`config.mk`:
```
export PLATFORM = sky130hd
export DESIGN_NAME = serial_bcd_rtc_core
export DESIGN_NICKNAME = d
export VERILOG_FILES = /design/src/hw/serial_bcd_rtc_core.v /design/src/hw/bcd_calendar.v
export VERILOG_INCLUDE_DIRS = /design/src /design/src/hw
export SDC_FILE = /design/constraint.sdc
export NUM_CORES = 1
export LEC_CHECK = 0
export BUFFER_PORTS_ARGS = -buffer_cell sky130_fd_sc_hd__buf_4
export CORE_MARGIN = 5
export CORE_UTILIZATION = 65
export CTS_CLUSTER_SIZE = 14
export DETAILED_ROUTE_END_ITERATION = 7
export GPL_ROUTABILITY_DRIVEN = 1
export PLACE_DENSITY = 0.81
export SETUP_SLACK_MARGIN = 0.2
export SYNTH_ARGS = -nofsm -noshare
export SYNTH_HDL_FRONTEND = slang
export SYNTH_HIERARCHICAL = 1
export SYNTH_SLANG_ARGS = --single-unit
```
`constraint.sdc`:
```
create_clock -name I_CLOCK -period 15.24 [get_ports I_CLOCK]
set_input_delay 1.524 -clock I_CLOCK [delete_from_list [all_inputs] [get_ports I_CLOCK]]
set_output_delay 1.524 -clock I_CLOCK [all_outputs]
set_load 0.01 [all_outputs]
```
`src/hw/rtc_map.vh`:
```
`ifndef RTC_MAP_VH
`define RTC_MAP_VH

// ----------------------------------------------------------------
// Serial slave address and register pointer values
// ----------------------------------------------------------------
`define RTC_SLAVE_ADDR    7'h68
`define REG_SECONDS       3'h0
`define REG_MINUTES       3'h1
`define REG_HOURS         3'h2
`define REG_WEEKDAY       3'h3
`define REG_DAY_OF_MONTH  3'h4
`define REG_MONTH         3'h5
`define REG_YEAR          3'h6
`define REG_CONTROL       3'h7

// ----------------------------------------------------------------
// Field positions
// ----------------------------------------------------------------
`define BIT_OSC_HALT      7
`define BIT_OSC_FAIL      7
`define BIT_CENTURY_EN    7
`define BIT_CENTURY       6
`define BIT_OUT_LEVEL     7

// ----------------------------------------------------------------
// Reset values
// ----------------------------------------------------------------
`define RST_OSC_HALT      1'b0
`define RST_OSC_FAIL      1'b1
`define RST_OUT_LEVEL     1'b1
`define RST_SECONDS       7'h00
`define RST_MINUTES       7'h00
`define RST_HOURS         6'h00
`define RST_WEEKDAY       3'h1
`define RST_DAY_OF_MONTH  6'h01
`define RST_MONTH         5'h01
`define RST_YEAR          8'h00

// ----------------------------------------------------------------
// Timing
// ----------------------------------------------------------------
`define CLK_PERIOD_NS     8
`define OSC_DIV_LAST      15'h7fff
`define HOLD_MS           250
`define HOLD_CYCLES       (`HOLD_MS * 1000000 / `CLK_PERIOD_NS)
`define OSC_LOSS_US       122
`define OSC_LOSS_CYCLES   (`OSC_LOSS_US * 1000 / `CLK_PERIOD_NS)
`define STARTUP_TICKS     32768

`endif

```
`src/hw/serial_bcd_rtc_core.v`:
```
// Behaviour
// - Read pointer advances only on master acknowledge
// - Sequential reads continue until master non-acknowledge
// - Bare read starts at last stored pointer
// - First write byte is pointer, then data
// - Acknowledge address, word address, each data byte
// - Century flag toggles at rollover when enabled
// - Weekday 1..7 in low bits; date fields BCD
// - Halt bit stops timekeeping, zero resumes it
// - Tolerate oscillator start-up delay after halt release
// - Hold register update while reading, 250ms max
// - Open-drain output follows control bit 7
// - Oscillator fail flag set on any stop
// - Fail flag stays set until written zero
// - Power-up: output high, fail set, halt clear
// - Time fields counted in packed BCD ranges
// - Control register addressable alone and sequentially
// - Respond only to slave address D0h
// - Release data line after master non-acknowledge
`timescale 1ns/10ps
`include "rtc_map.vh"

module serial_bcd_rtc_core
#(
  parameter HOLD_CYCLES     = `HOLD_CYCLES,
  parameter OSC_LOSS_CYCLES = `OSC_LOSS_CYCLES,
  parameter STARTUP_TICKS   = `STARTUP_TICKS
)
(
  // Clock and reset
  input  wire I_CLOCK,
  input  wire I_RST,
  // Two-wire serial bus
  input  wire I_SCL,
  input  wire I_SDA,
  output wire O_SDA,
  output reg  O_SDA_OE,
  // 32768 Hz time base
  input  wire I_OSC,
  // Open-drain output pin
  output wire O_OUT,
  output reg  O_OUT_OE
);

  // --------------------------------------------------------------
  // Constants
  // --------------------------------------------------------------
  localparam PH_IDLE     = 3'd0;
  localparam PH_ADDR     = 3'd1;
  localparam PH_ADDR_ACK = 3'd2;
  localparam PH_RX       = 3'd3;
  localparam PH_RX_ACK   = 3'd4;
  localparam PH_TX       = 3'd5;
  localparam PH_TX_ACK   = 3'd6;
  localparam PH_WAIT     = 3'd7;

  localparam [24:0] HOLD_LAST     = HOLD_CYCLES - 1;
  localparam [15:0] LOSS_LAST     = OSC_LOSS_CYCLES - 1;
  localparam [16:0] STARTUP_COUNT = STARTUP_TICKS;

  // --------------------------------------------------------------
  // Input synchronisers and edge detection
  // --------------------------------------------------------------
  reg  [1:0] scl_sync;
  reg  [1:0] sda_sync;
  reg  [1:0] osc_sync;
  reg        scl_d;
  reg        sda_d;
  reg        osc_d;

  // Two flops per pin, then one delay stage for edges
  always @(posedge I_CLOCK or posedge I_RST)
  begin
    if (I_RST)
    begin
      scl_sync <= 2'b11;
      sda_sync <= 2'b11;
      osc_sync <= 2'b00;
      scl_d    <= 1'b1;
      sda_d    <= 1'b1;
      osc_d    <= 1'b0;
    end
    else
    begin
      scl_sync <= {scl_sync[0], I_SCL};
      sda_sync <= {sda_sync[0], I_SDA};
      osc_sync <= {osc_sync[0], I_OSC};
      scl_d    <= scl_sync[1];
      sda_d    <= sda_sync[1];
      osc_d    <= osc_sync[1];
    end
  end

  wire scl        = scl_sync[1];
  wire sda        = sda_sync[1];
  wire scl_rise   = scl & ~scl_d;
  wire scl_fall   = ~scl & scl_d;
  wire start_cond = scl & scl_d & sda_d & ~sda;
  wire stop_cond  = scl & scl_d & ~sda_d & sda;
  wire osc_edge   = osc_sync[1] & ~osc_d;

  // --------------------------------------------------------------
  // Register state
  // --------------------------------------------------------------
  reg         osc_halt;
  reg         osc_fail_flag;
  reg         out_level;
  reg  [55:0] shadow;
  reg  [2:0]  word_pointer_value;
  reg         wr_stb;
  reg  [2:0]  wr_idx;
  reg  [7:0]  wr_data;
  wire [6:0]  cal_sec;
  wire [6:0]  cal_min;
  wire [5:0]  cal_hour;
  wire        cal_century_toggle_enable;
  wire        cal_century_flag;
  wire [2:0]  cal_wday;
  wire [5:0]  cal_mday;
  wire [4:0]  cal_month;
  wire [7:0]  cal_year;
  wire [55:0] live = {cal_year, 3'h0, cal_month, 2'h0, cal_mday, 5'h00, cal_wday,
                      cal_century_toggle_enable, cal_century_flag, cal_hour,
                      1'b0, cal_min, 1'b0, cal_sec};
  reg  [7:0]  rd_byte;

  // Read view: time bytes from the shadow, flags and control live
  always @*
  begin
    case (word_pointer_value)
      `REG_SECONDS: rd_byte = {osc_halt, shadow[6:0]};
      `REG_MINUTES: rd_byte = {osc_fail_flag, shadow[14:8]};
      `REG_CONTROL: rd_byte = {out_level, 7'h00};
      default:      rd_byte = shadow[word_pointer_value * 8 +: 8];
    endcase
  end

  // --------------------------------------------------------------
  // Serial slave
  // --------------------------------------------------------------
  reg [2:0] state;
  reg [3:0] bit_cnt;
  reg [7:0] rx_shift;
  reg [7:0] tx_shift;
  reg       first_byte;
  reg       master_ack;

  assign O_SDA = 1'b0;

  // Bus protocol engine, open-drain data line
  always @(posedge I_CLOCK or posedge I_RST)
  begin
    if (I_RST)
    begin
      state              <= PH_IDLE;
      bit_cnt            <= 4'h0;
      rx_shift           <= 8'h00;
      tx_shift           <= 8'h00;
      first_byte         <= 1'b0;
      master_ack         <= 1'b0;
      word_pointer_value <= `REG_SECONDS;
      O_SDA_OE           <= 1'b0;
      wr_stb             <= 1'b0;
      wr_idx             <= 3'h0;
      wr_data            <= 8'h00;
    end
    else
    begin
      wr_stb <= 1'b0;
      if (start_cond)
      begin
        state    <= PH_ADDR;
        bit_cnt  <= 4'h0;
        O_SDA_OE <= 1'b0;
      end
      else if (stop_cond)
      begin
        state    <= PH_IDLE;
        O_SDA_OE <= 1'b0;
      end
      else
      begin
        case (state)
          PH_ADDR:
          begin
            if (scl_rise)
            begin
              rx_shift <= {rx_shift[6:0], sda};
              bit_cnt  <= bit_cnt + 4'h1;
            end
            else if (scl_fall && bit_cnt == 4'h8)
            begin
              if (rx_shift[7:1] == `RTC_SLAVE_ADDR)
              begin
                state    <= PH_ADDR_ACK;
                O_SDA_OE <= 1'b1;
              end
              else
                state <= PH_WAIT;
            end
          end
          PH_ADDR_ACK:
          begin
            if (scl_fall)
            begin
              bit_cnt <= 4'h0;
              if (rx_shift[0])
              begin
                // Read starts at the stored pointer
                state    <= PH_TX;
                tx_shift <= rd_byte;
                O_SDA_OE <= ~rd_byte[7];
              end
              else
              begin
                state      <= PH_RX;
                first_byte <= 1'b1;
                O_SDA_OE   <= 1'b0;
              end
            end
          end
          PH_RX:
          begin
            if (scl_rise)
            begin
              rx_shift <= {rx_shift[6:0], sda};
              bit_cnt  <= bit_cnt + 4'h1;
            end
            else if (scl_fall && bit_cnt == 4'h8)
            begin
              state    <= PH_RX_ACK;
              O_SDA_OE <= 1'b1;
              if (first_byte)
                word_pointer_value <= rx_shift[2:0];
              else
              begin
                wr_stb             <= 1'b1;
                wr_idx             <= word_pointer_value;
                wr_data            <= rx_shift;
                word_pointer_value <= word_pointer_value + 3'h1;
              end
            end
          end
          PH_RX_ACK:
          begin
            if (scl_fall)
            begin
              state      <= PH_RX;
              bit_cnt    <= 4'h0;
              first_byte <= 1'b0;
              O_SDA_OE   <= 1'b0;
            end
          end
          PH_TX:
          begin
            if (scl_rise)
              bit_cnt <= bit_cnt + 4'h1;
            else if (scl_fall)
            begin
              if (bit_cnt == 4'h8)
              begin
                state    <= PH_TX_ACK;
                O_SDA_OE <= 1'b0;
              end
              else
              begin
                tx_shift <= {tx_shift[6:0], 1'b0};
                O_SDA_OE <= ~tx_shift[6];
              end
            end
          end
          PH_TX_ACK:
          begin
            if (scl_rise)
            begin
              master_ack <= ~sda;
              if (!sda)
                word_pointer_value <= word_pointer_value + 3'h1;
            end
            else if (scl_fall)
            begin
              bit_cnt <= 4'h0;
              if (master_ack)
              begin
                state    <= PH_TX;
                tx_shift <= rd_byte;
                O_SDA_OE <= ~rd_byte[7];
              end
              else
                state <= PH_WAIT;
            end
          end
          PH_WAIT:  O_SDA_OE <= 1'b0;
          default:  O_SDA_OE <= 1'b0;
        endcase
      end
    end
  end

  // --------------------------------------------------------------
  // Read hold of the visible time registers
  // --------------------------------------------------------------
  reg  [24:0] hold_cnt;
  wire        reading = (state == PH_TX || state == PH_TX_ACK) &&
                        (word_pointer_value != `REG_CONTROL);
  wire        hold_done = (hold_cnt == HOLD_LAST);

  // Shadow follows the counters except during a read, 250ms at most
  always @(posedge I_CLOCK or posedge I_RST)
  begin
    if (I_RST)
    begin
      hold_cnt <= 25'h0000000;
      shadow   <= 56'h00000000000000;
    end
    else
    begin
      if (!reading || hold_done)
      begin
        shadow   <= live;
        hold_cnt <= 25'h0000000;
      end
      else
        hold_cnt <= hold_cnt + 25'h0000001;
    end
  end

  // --------------------------------------------------------------
  // Oscillator supervision and one-second divider
  // --------------------------------------------------------------
  reg  [15:0] loss_cnt;
  reg         osc_lost;
  reg  [16:0] startup_cnt;
  reg  [14:0] prescale;
  reg         tick;
  wire        run = ~osc_halt & ~osc_lost & (startup_cnt == 17'h00000);

  // Watchdog on oscillator edges, start-up wait, divide by 32768
  always @(posedge I_CLOCK or posedge I_RST)
  begin
    if (I_RST)
    begin
      loss_cnt    <= 16'h0000;
      osc_lost    <= 1'b0;
      startup_cnt <= 17'h00000;
      prescale    <= 15'h0000;
      tick        <= 1'b0;
    end
    else
    begin
      tick <= 1'b0;
      if (osc_edge)
      begin
        loss_cnt <= 16'h0000;
        osc_lost <= 1'b0;
      end
      else if (loss_cnt == LOSS_LAST)
        osc_lost <= 1'b1;
      else
        loss_cnt <= loss_cnt + 16'h0001;
      if (osc_halt)
      begin
        startup_cnt <= STARTUP_COUNT;
        prescale    <= 15'h0000;
      end
      else if (osc_edge && startup_cnt != 17'h00000)
        startup_cnt <= startup_cnt - 17'h00001;
      else if (osc_edge && run)
      begin
        prescale <= prescale + 15'h0001;
        tick     <= (prescale == `OSC_DIV_LAST);
      end
    end
  end

  // --------------------------------------------------------------
  // Control bits and open-drain output
  // --------------------------------------------------------------
  wire ctl_wr  = wr_stb && wr_idx == `REG_CONTROL;
  wire sec_wr  = wr_stb && wr_idx == `REG_SECONDS;
  wire min_wr  = wr_stb && wr_idx == `REG_MINUTES;
  wire fail_ev = osc_halt | osc_lost;

  assign O_OUT = 1'b0;

  // Halt, fail flag and output level; a stop event beats a clear
  always @(posedge I_CLOCK or posedge I_RST)
  begin
    if (I_RST)
    begin
      osc_halt      <= `RST_OSC_HALT;
      osc_fail_flag <= `RST_OSC_FAIL;
      out_level     <= `RST_OUT_LEVEL;
      O_OUT_OE      <= 1'b0;
    end
    else
    begin
      if (sec_wr)
        osc_halt <= wr_data[`BIT_OSC_HALT];
      if (fail_ev)
        osc_fail_flag <= 1'b1;
      else if (min_wr)
        osc_fail_flag <= wr_data[`BIT_OSC_FAIL];
      if (ctl_wr)
        out_level <= wr_data[`BIT_OUT_LEVEL];
      O_OUT_OE <= ctl_wr ? ~wr_data[`BIT_OUT_LEVEL] : ~out_level;
    end
  end

  // --------------------------------------------------------------
  // Calendar counters
  // --------------------------------------------------------------
  bcd_calendar u_calendar
  (
    .i_clk       (I_CLOCK),
    .i_rst       (I_RST),
    .i_tick      (tick),
    .i_load      (wr_stb && wr_idx != `REG_CONTROL),
    .i_load_idx  (wr_idx),
    .i_load_data (wr_data),
    .o_sec       (cal_sec),
    .o_min       (cal_min),
    .o_hour      (cal_hour),
    .o_century_toggle_enable (cal_century_toggle_enable),
    .o_century_flag          (cal_century_flag),
    .o_wday      (cal_wday),
    .o_mday      (cal_mday),
    .o_month     (cal_month),
    .o_year      (cal_year)
  );

endmodule // serial_bcd_rtc_core

```
`src/hw/bcd_calendar.v`:
```
`timescale 1ns/10ps
`include "rtc_map.vh"

module bcd_calendar
(
  // Clock and reset
  input  wire       i_clk,
  input  wire       i_rst,
  // One-second tick
  input  wire       i_tick,
  // Register load from the serial side
  input  wire       i_load,
  input  wire [2:0] i_load_idx,
  input  wire [7:0] i_load_data,
  // Counters
  output reg  [6:0] o_sec,
  output reg  [6:0] o_min,
  output reg  [5:0] o_hour,
  output reg        o_century_toggle_enable,
  output reg        o_century_flag,
  output reg  [2:0] o_wday,
  output reg  [5:0] o_mday,
  output reg  [4:0] o_month,
  output reg  [7:0] o_year
);

  // --------------------------------------------------------------
  // BCD helpers
  // --------------------------------------------------------------
  function [7:0] bcd_inc;
    input [7:0] v;
    begin
      if (v[3:0] == 4'h9)
        bcd_inc = {v[7:4] + 4'h1, 4'h0};
      else
        bcd_inc = {v[7:4], v[3:0] + 4'h1};
    end
  endfunction

  wire       leap = o_year[4] ? (o_year[3:0] == 4'h2 || o_year[3:0] == 4'h6)
                              : (o_year[3:0] == 4'h0 || o_year[3:0] == 4'h4 ||
                                 o_year[3:0] == 4'h8);
  reg  [5:0] last_mday;
  wire [7:0] sec_inc   = bcd_inc({1'b0, o_sec});
  wire [7:0] min_inc   = bcd_inc({1'b0, o_min});
  wire [7:0] hour_inc  = bcd_inc({2'b00, o_hour});
  wire [7:0] mday_inc  = bcd_inc({2'b00, o_mday});
  wire [7:0] month_inc = bcd_inc({3'b000, o_month});
  wire [7:0] year_inc  = bcd_inc(o_year);
  wire       sec_end   = (o_sec == 7'h59);
  wire       min_end   = sec_end & (o_min == 7'h59);
  wire       hour_end  = min_end & (o_hour == 6'h23);
  wire       mday_end  = hour_end & (o_mday == last_mday);
  wire       month_end = mday_end & (o_month == 5'h12);
  wire       year_end  = month_end & (o_year == 8'h99);

  // Month length with leap years
  always @*
  begin
    case (o_month)
      5'h02:   last_mday = leap ? 6'h29 : 6'h28;
      5'h04,
      5'h06,
      5'h09,
      5'h11:   last_mday = 6'h30;
      default: last_mday = 6'h31;
    endcase
  end

  // --------------------------------------------------------------
  // Counter chain
  // --------------------------------------------------------------
  always @(posedge i_clk or posedge i_rst)
  begin
    if (i_rst)
    begin
      o_sec   <= `RST_SECONDS;
      o_min   <= `RST_MINUTES;
      o_hour  <= `RST_HOURS;
      o_century_toggle_enable <= 1'b0;
      o_century_flag          <= 1'b0;
      o_wday  <= `RST_WEEKDAY;
      o_mday  <= `RST_DAY_OF_MONTH;
      o_month <= `RST_MONTH;
      o_year  <= `RST_YEAR;
    end
    else if (i_load)
    begin
      case (i_load_idx)
        `REG_SECONDS:      o_sec   <= i_load_data[6:0];
        `REG_MINUTES:      o_min   <= i_load_data[6:0];
        `REG_HOURS:
        begin
          o_century_toggle_enable <= i_load_data[`BIT_CENTURY_EN];
          o_century_flag          <= i_load_data[`BIT_CENTURY];
          o_hour <= i_load_data[5:0];
        end
        `REG_WEEKDAY:      o_wday  <= i_load_data[2:0];
        `REG_DAY_OF_MONTH: o_mday  <= i_load_data[5:0];
        `REG_MONTH:        o_month <= i_load_data[4:0];
        `REG_YEAR:         o_year  <= i_load_data;
        default:           o_sec   <= o_sec;
      endcase
    end
    else if (i_tick)
    begin
      // Packed BCD carry through all fields
      o_sec <= sec_end ? 7'h00 : sec_inc[6:0];
      if (sec_end)
        o_min <= min_end ? 7'h00 : min_inc[6:0];
      if (min_end)
        o_hour <= hour_end ? 6'h00 : hour_inc[5:0];
      if (hour_end)
      begin
        o_wday <= (o_wday == 3'h7) ? 3'h1 : o_wday + 3'h1;
        o_mday <= mday_end ? 6'h01 : mday_inc[5:0];
      end
      if (mday_end)
        o_month <= month_end ? 5'h01 : month_inc[4:0];
      if (month_end)
        o_year <= year_end ? 8'h00 : year_inc;
      if (year_end && o_century_toggle_enable)
        o_century_flag <= ~o_century_flag;
    end
  end

endmodule // bcd_calendar

```
# Word level (Yosys, flattened, before mapping)
# Cells that the tools add are included.
[classes]
add_sub_neg = 19
eq_ne = 83
shifts = 1
muxes = 128
bitwise_logic = 32
n_reduce_logical = 71
[ops]
columns = ["op", "count"]
rows = [
  ["7-bit two-way mux", 19],
  ["3-bit two-way mux", 25],
  ["6-bit two-way mux", 12],
  ["56-bit by 7-bit indexed part select with 8-bit output", 1],
  ["4-bit != test (second input constant)", 13],
  ["8-bit two-way mux", 6],
  ["2-bit != test (second input constant)", 24],
  ["15-bit two-way mux", 3],
  ["1-bit two-way mux", 38],
  ["17-bit two-way mux", 2],
  ["4-bit by 1-bit adder with 4-bit output (second input constant)", 8],
  ["4-bit equality test (second input constant)", 8],
  ["16-bit two-way mux", 2],
  ["4-bit AND reduction", 8],
  ["5-bit two-way mux", 6],
  ["3-bit equality test (second input constant)", 9],
  ["2-bit nonzero test", 13],
  ["25-bit by 1-bit adder with 25-bit output (second input constant)", 1],
  ["25-bit equality test (second input constant)", 1],
  ["25-bit two-way mux", 1],
  ["8-bit case mux with 3 select lines", 1],
  ["12-bit AND reduction", 2],
  ["3-bit AND reduction", 8],
  ["7-bit equality test (second input constant)", 3],
  ["other kinds (50)", 120],
]
[totals]
regBits = 216
in_bits = 5
out_inout_bits = 4
elab_cells = 377

# Logic depth before layout (Yosys ltp)
[depth]
depth_word = 14
depth_mapped = 10
mapped_depth_nobuf = 9

# Modules after synthesis
# Netlist, hierarchy kept.
[by_module_without_submodules]
columns = ["module", "instances", "cells_per_inst", "area_each_um2", "seq_area_each_um2"]
rows = [
  ["serial_bcd_rtc_core", 1, 883, 8448.1, 4314.1],
  ["bcd_calendar", 1, 343, 2971.6, 1104.8],
]

# Least setup slack after synthesis
# OpenSTA, ideal clock, no wires.
[synth_timing]
path_kind = "reg-to-reg"
start = "reg word_pointer_value[1]"
end = "reg O_SDA_OE"
setup_time_ps = 77
arrival_ps = 2592
required_time_ps = 15163
path_slack_ps = 12571
stages_incl_launch_ff = 11
n_path_buf = 3
synth_period_minus_slack_ps = 2669
cell_sequence = "dfrtp_1 -> clkbuf_1 -> clkbuf_1 -> inv_1 -> ha_1 -> buf_1 -> or3_1 -> o21ai_1 -> mux2_2 -> a2bb2oi_1 -> a21oi_1"
[synth_via]
elab_chain_len = 9
elab_cells_between_ends = 14
cone_classes = "eq/ne (2); shift (1); mux (9); bitwise (1); reduce/logical (1)"
[synth_lines]
columns = ["element", "line_no", "text"]
rows = [
  ["start, declared", "serial_bcd_rtc_core.v:109", "reg [2:0] word_pointer_value;"],
  ["start signal, assigned", "serial_bcd_rtc_core.v:161", "word_pointer_value <= `REG_SECONDS;"],
  ["start signal, assigned", "serial_bcd_rtc_core.v:234", "word_pointer_value <= rx_shift[2:0];"],
  ["start signal, assigned", "serial_bcd_rtc_core.v:240", "word_pointer_value <= word_pointer_value + 3'h1;"],
  ["56-bit by 7-bit indexed part select with 8-bit output (tied with other cells)", "serial_bcd_rtc_core.v:134", "default: rd_byte = shadow[word_pointer_value * 8 +: 8];"],
  ["8-bit case mux with 3 select lines *", "serial_bcd_rtc_core.v:130", "case (word_pointer_value)"],
  ["1-bit NOT *", "serial_bcd_rtc_core.v:212, serial_bcd_rtc_core.v:287", ""],
  ["1-bit two-way mux", "serial_bcd_rtc_core.v:283", "if (master_ack)"],
  ["1-bit two-way mux", "serial_bcd_rtc_core.v:280", "else if (scl_fall)"],
  ["1-bit two-way mux", "serial_bcd_rtc_core.v:274", "if (scl_rise)"],
  ["1-bit case mux with 6 select lines *", "serial_bcd_rtc_core.v:183", "case (state)"],
  ["1-bit two-way mux *", "serial_bcd_rtc_core.v:176", "else if (stop_cond)"],
  ["1-bit two-way mux *", "serial_bcd_rtc_core.v:170", "if (start_cond)"],
  ["end signal, assigned", "serial_bcd_rtc_core.v:212", "O_SDA_OE <= ~rd_byte[7];"],
  ["end signal, assigned", "serial_bcd_rtc_core.v:268", "O_SDA_OE <= ~tx_shift[6];"],
  ["end signal, assigned", "serial_bcd_rtc_core.v:287", "O_SDA_OE <= ~rd_byte[7];"],
  ["end, declared", "serial_bcd_rtc_core.v:37", "output reg O_SDA_OE,"],
]
# Every way passes the cells marked *; elsewhere a longest branch is shown, timed or not. The select of a mux whose other input is x is not followed.
# A chain may end at the register's enable or synchronous reset.

# Worst setup path after layout
[layout_timing]
start = "reg hold_cnt[4]"
end = "reg shadow[0]"
[layout_via]
elab_chain_len = 2
[layout_lines]
columns = ["element", "line_no", "text"]
rows = [
  ["start, declared", "serial_bcd_rtc_core.v:303", "reg [24:0] hold_cnt;"],
  ["start signal, assigned", "serial_bcd_rtc_core.v:324", "hold_cnt <= hold_cnt + 25'h0000001;"],
  ["25-bit equality test", "serial_bcd_rtc_core.v:306", "wire hold_done = (hold_cnt == HOLD_LAST);"],
  ["1-bit logical OR", "serial_bcd_rtc_core.v:318", "if (!reading || hold_done)"],
  ["end signal, assigned", "serial_bcd_rtc_core.v:320", "shadow <= live;"],
  ["end, declared", "serial_bcd_rtc_core.v:108", "reg [55:0] shadow;"],
]
# No other way between the ends.

==> out/results.tsv <==
stage	metric	value	unit
floorplanning	Row Count	48	
routing	first drt pass iteration count	7	
clock_network	root buffer cell	clkbuf_16	
floorplanning	initial core utilization	66.02	%
placement	Buffers on Ports	6	
routing	drt via density	6.203	
final_layout	antenna diode count	0	
worst_setup_path	CP Launch Point	hold_cnt[4]	
timing	FMAX	303.9	MHz
timing	Max-slew headroom	17.87	%
yosys	Avg Inst Size Synth	9.315	sq um
final_layout	area delta synth->final	8.929	%
routing	Initial DRC Count	837	
routing	DRC	0	
timing	min Tclk post-route	3.290	ns
clock_network	CTS Sinks	216	
floorplanning	core area	17300	sq um
worst_setup_path	WS Path Type	reg2reg	
yosys	Cells after Synth	1226	
worst_setup_path	r2r worst-path depth	6	
placement	dpl cells	1407	
worst_setup_path	crit path capture	shadow[0]	
timing	Final Hold Fails	0	
clock_network	TritonCTS buffer count	24	
clock_network	CTS tree	yes	
run_status	status	finished, final reports clean	
yosys	Primary FF master, synth	dfrtp_1	
timing	TNS Setup	0	ns
clock_network	PostCTS Resize Cnt	0	
timing	RSZ-0062 raised after global routing	no	
grt	largest net degree at the start of global routing	94	
final_layout	Filler cells	1263	
worst_setup_path	Req. time, crit path	15.68	ns
placement	post-DP HPWL	17100	microns
yosys	Commonest cells post-synth	dfrtp_1, nand2_1, nor2_1	
timing	Setup Skew	0.01377	ns
yosys	flops & latches, synth	216	
timing	WHS	0.3514	ns
yosys	yosys warns	6	
grt	overall routing resource usage	25.80	%
pwr	power per cell area	123.8	nW/um^2
clock_network	# Post-CTS Setup Buffers	0	
grt	first-pass GRT wire length	43510	microns
final_layout	layout cells sized above 1	10.11	%
job	max_cap viols	0	
yosys	post-synth top area share	44.92	%
worst_setup_path	crit end category	register	
yosys	largest area contributor in the netlist	dfrtp_1	
final_layout	final core occ	71.92	%
clock_network	Longest Clk Path Bufs	3	
timing	Final Max Slew Viols	0	
floorplanning	Die ar.	20320	sq um
timing	Final Setup Violations	0	
floorplanning	Die Y	142.5	microns
grt	vias in the first global route	8775	
clock_network	H-Tree Depth	1	
worst_setup_path	worst r2r dst	shadow[0]	
yosys	sequential element share of the synthesized area	47.45	%
placement	GP Congestion	0.8836	
yosys	Post-synth EDFFs	0	
clock_network	worst skew pair latency	0.52	ns
routing	via count	9000	
yosys	ys async rst share	100.0	%
yosys	dominant cells by area after synthesis	dfrtp_1, nand2_1, nor2_1, o21ai_0, mux2_2	
yosys	most instantiated library cell after synthesis	dfrtp_1	
routing	routed wire length	25790	microns
routing	WL/cell	17.78	microns
yosys	library cells used by synthesis	77	
floorplanning	# IOs	9	
timing	actual slew at the worst max-slew pin	1.229	ns
grt	initial antenna violation count	0	
floorplanning	Die X	142.5	microns
grt	grt ovf	0	
worst_setup_path	crit start category	register	
timing	period utilization	21.59	%
min_path	HP Class	reg2reg	
pwr	LEAKAGE	5.601	nW
pwr	worst vdd ir	108.0	uV
worst_setup_path	worst-path fanout max	58	
final_layout	non-filler cells, final	1451	
worst_setup_path	RR Startpoint	hold_cnt[4]	
final_layout	layout net count	1239	
yosys	Mapped Area	11420	sq um
clock_network	CTS clock-pin slew for the worst setup and hold paths	0.06	ns
routing	post-route ant nets	0	
clock_network	hold_buf cts	0	
worst_setup_path	WP data arrival	3.74	ns
worst_setup_path	R2R Setup Slk	11.95	ns
==> power breakdown <==
| part | switching, mW | leakage, nW | internal (mW) | total, mW |
|---|---|---|---|---|
| Sequential | 0.0645 | 2.93 | 0.617 | 0.682 |
| Combinational | 0.145 | 2.23 | 0.0899 | 0.235 |
| Clock | 0.232 | 0.437 | 0.390 | 0.623 |
| Total | 0.442 | 5.60 | 1.10 | 1.54 |
==> routing by layer <==
layer | share of wire, % | GRT usage (%)
met1 | 43 | 35.43
met2 | 48 | 43.03
met3 | 6.0 | 3.259
met4 | 3.1 | 8.304
met5 | 0 | 0
==> kinds of logic after synthesis <==
kind of cell,share of synthesized area (%)
AOI/OAI and AO/OA,13.19
DFF,47.45
muxes,5.380
and+or+nand+nor,22.93
other,0.03284
buffers and inverters,3.407
xor gates and xnor gates,4.755
adders and majority gates,2.849
==> critical path, stage by stage, from the launching register on <==
cell     delay, ns
dfrtp_1       0.45
or4_1         0.55
or4_1         0.59
o41ai_4       0.76
buf_4         0.60
nand2_1       0.15
nand2_1       0.09
==> final cells by class <==
class | count | area [sq um] | area share, %
multi-input combinational | 915 | 5630 | 45.26
sequential | 216 | 5419 | 43.56
timing repair buffer | 12 | 90.09 | 0.7242
inverter | 39 | 151.4 | 1.217
clock buffer | 31 | 698.2 | 5.613
clock inverter | 13 | 168.9 | 1.358
tap | 225 | 281.5 | 2.263
==> state kept, by name (all words and copies together), names as in the netlist, 5 cells and up <==
| signal | cells |
|---|---|
| loss_cnt | 16 |
| startup_cnt | 17 |
| u_calendar/o_month | 5 |
| u_calendar/o_min | 7 |
| shadow | 44 |
| hold_cnt | 25 |
| u_calendar/o_year | 8 |
| prescale | 15 |
| rx_shift | 8 |
| u_calendar/o_sec | 7 |
| u_calendar/o_hour | 6 |
| u_calendar/o_mday | 6 |
| wr_data | 8 |
| tx_shift | 7 |
==> cell usage in the layout (no fill, tap or decap), types with 29 or more instances in the layout <==
cell type and instances:
nor2_1 127, mux2_2 29, dfrtp_1 205, a21oi_1 34
nand3_1 43, inv_1 37, o21ai_0 74, xnor2_1 36
nand2_1 199
==> per-stage QoR <==
step,worst slack [ns],power [mW],cell area [sq um]
3_3_place_gp,11.90,0.9175,11570
3_5_place_dp,11.85,0.9255,11570
2_1_floorplan,9.069,0.8702,11420
6_report,11.95,1.540,12440
5_1_grt,11.71,1.613,12440
4_1_cts,11.94,1.550,12440
==> how the worst min path moves through the flow <==
stage                      startpoint          end  slack (ns)  cells after the start
after floorplan           osc_sync[0]  osc_sync[1]        0.33                      0
final                     osc_sync[0]  osc_sync[1]        0.35                      0
after CTS                 osc_sync[0]  osc_sync[1]        0.35                      0
after global placement    osc_sync[0]  osc_sync[1]        0.33                      0
after detailed placement  osc_sync[0]  osc_sync[1]        0.34                      0
after global routing      osc_sync[0]  osc_sync[1]        0.36                      0
(Power assumes the default switching activity.)
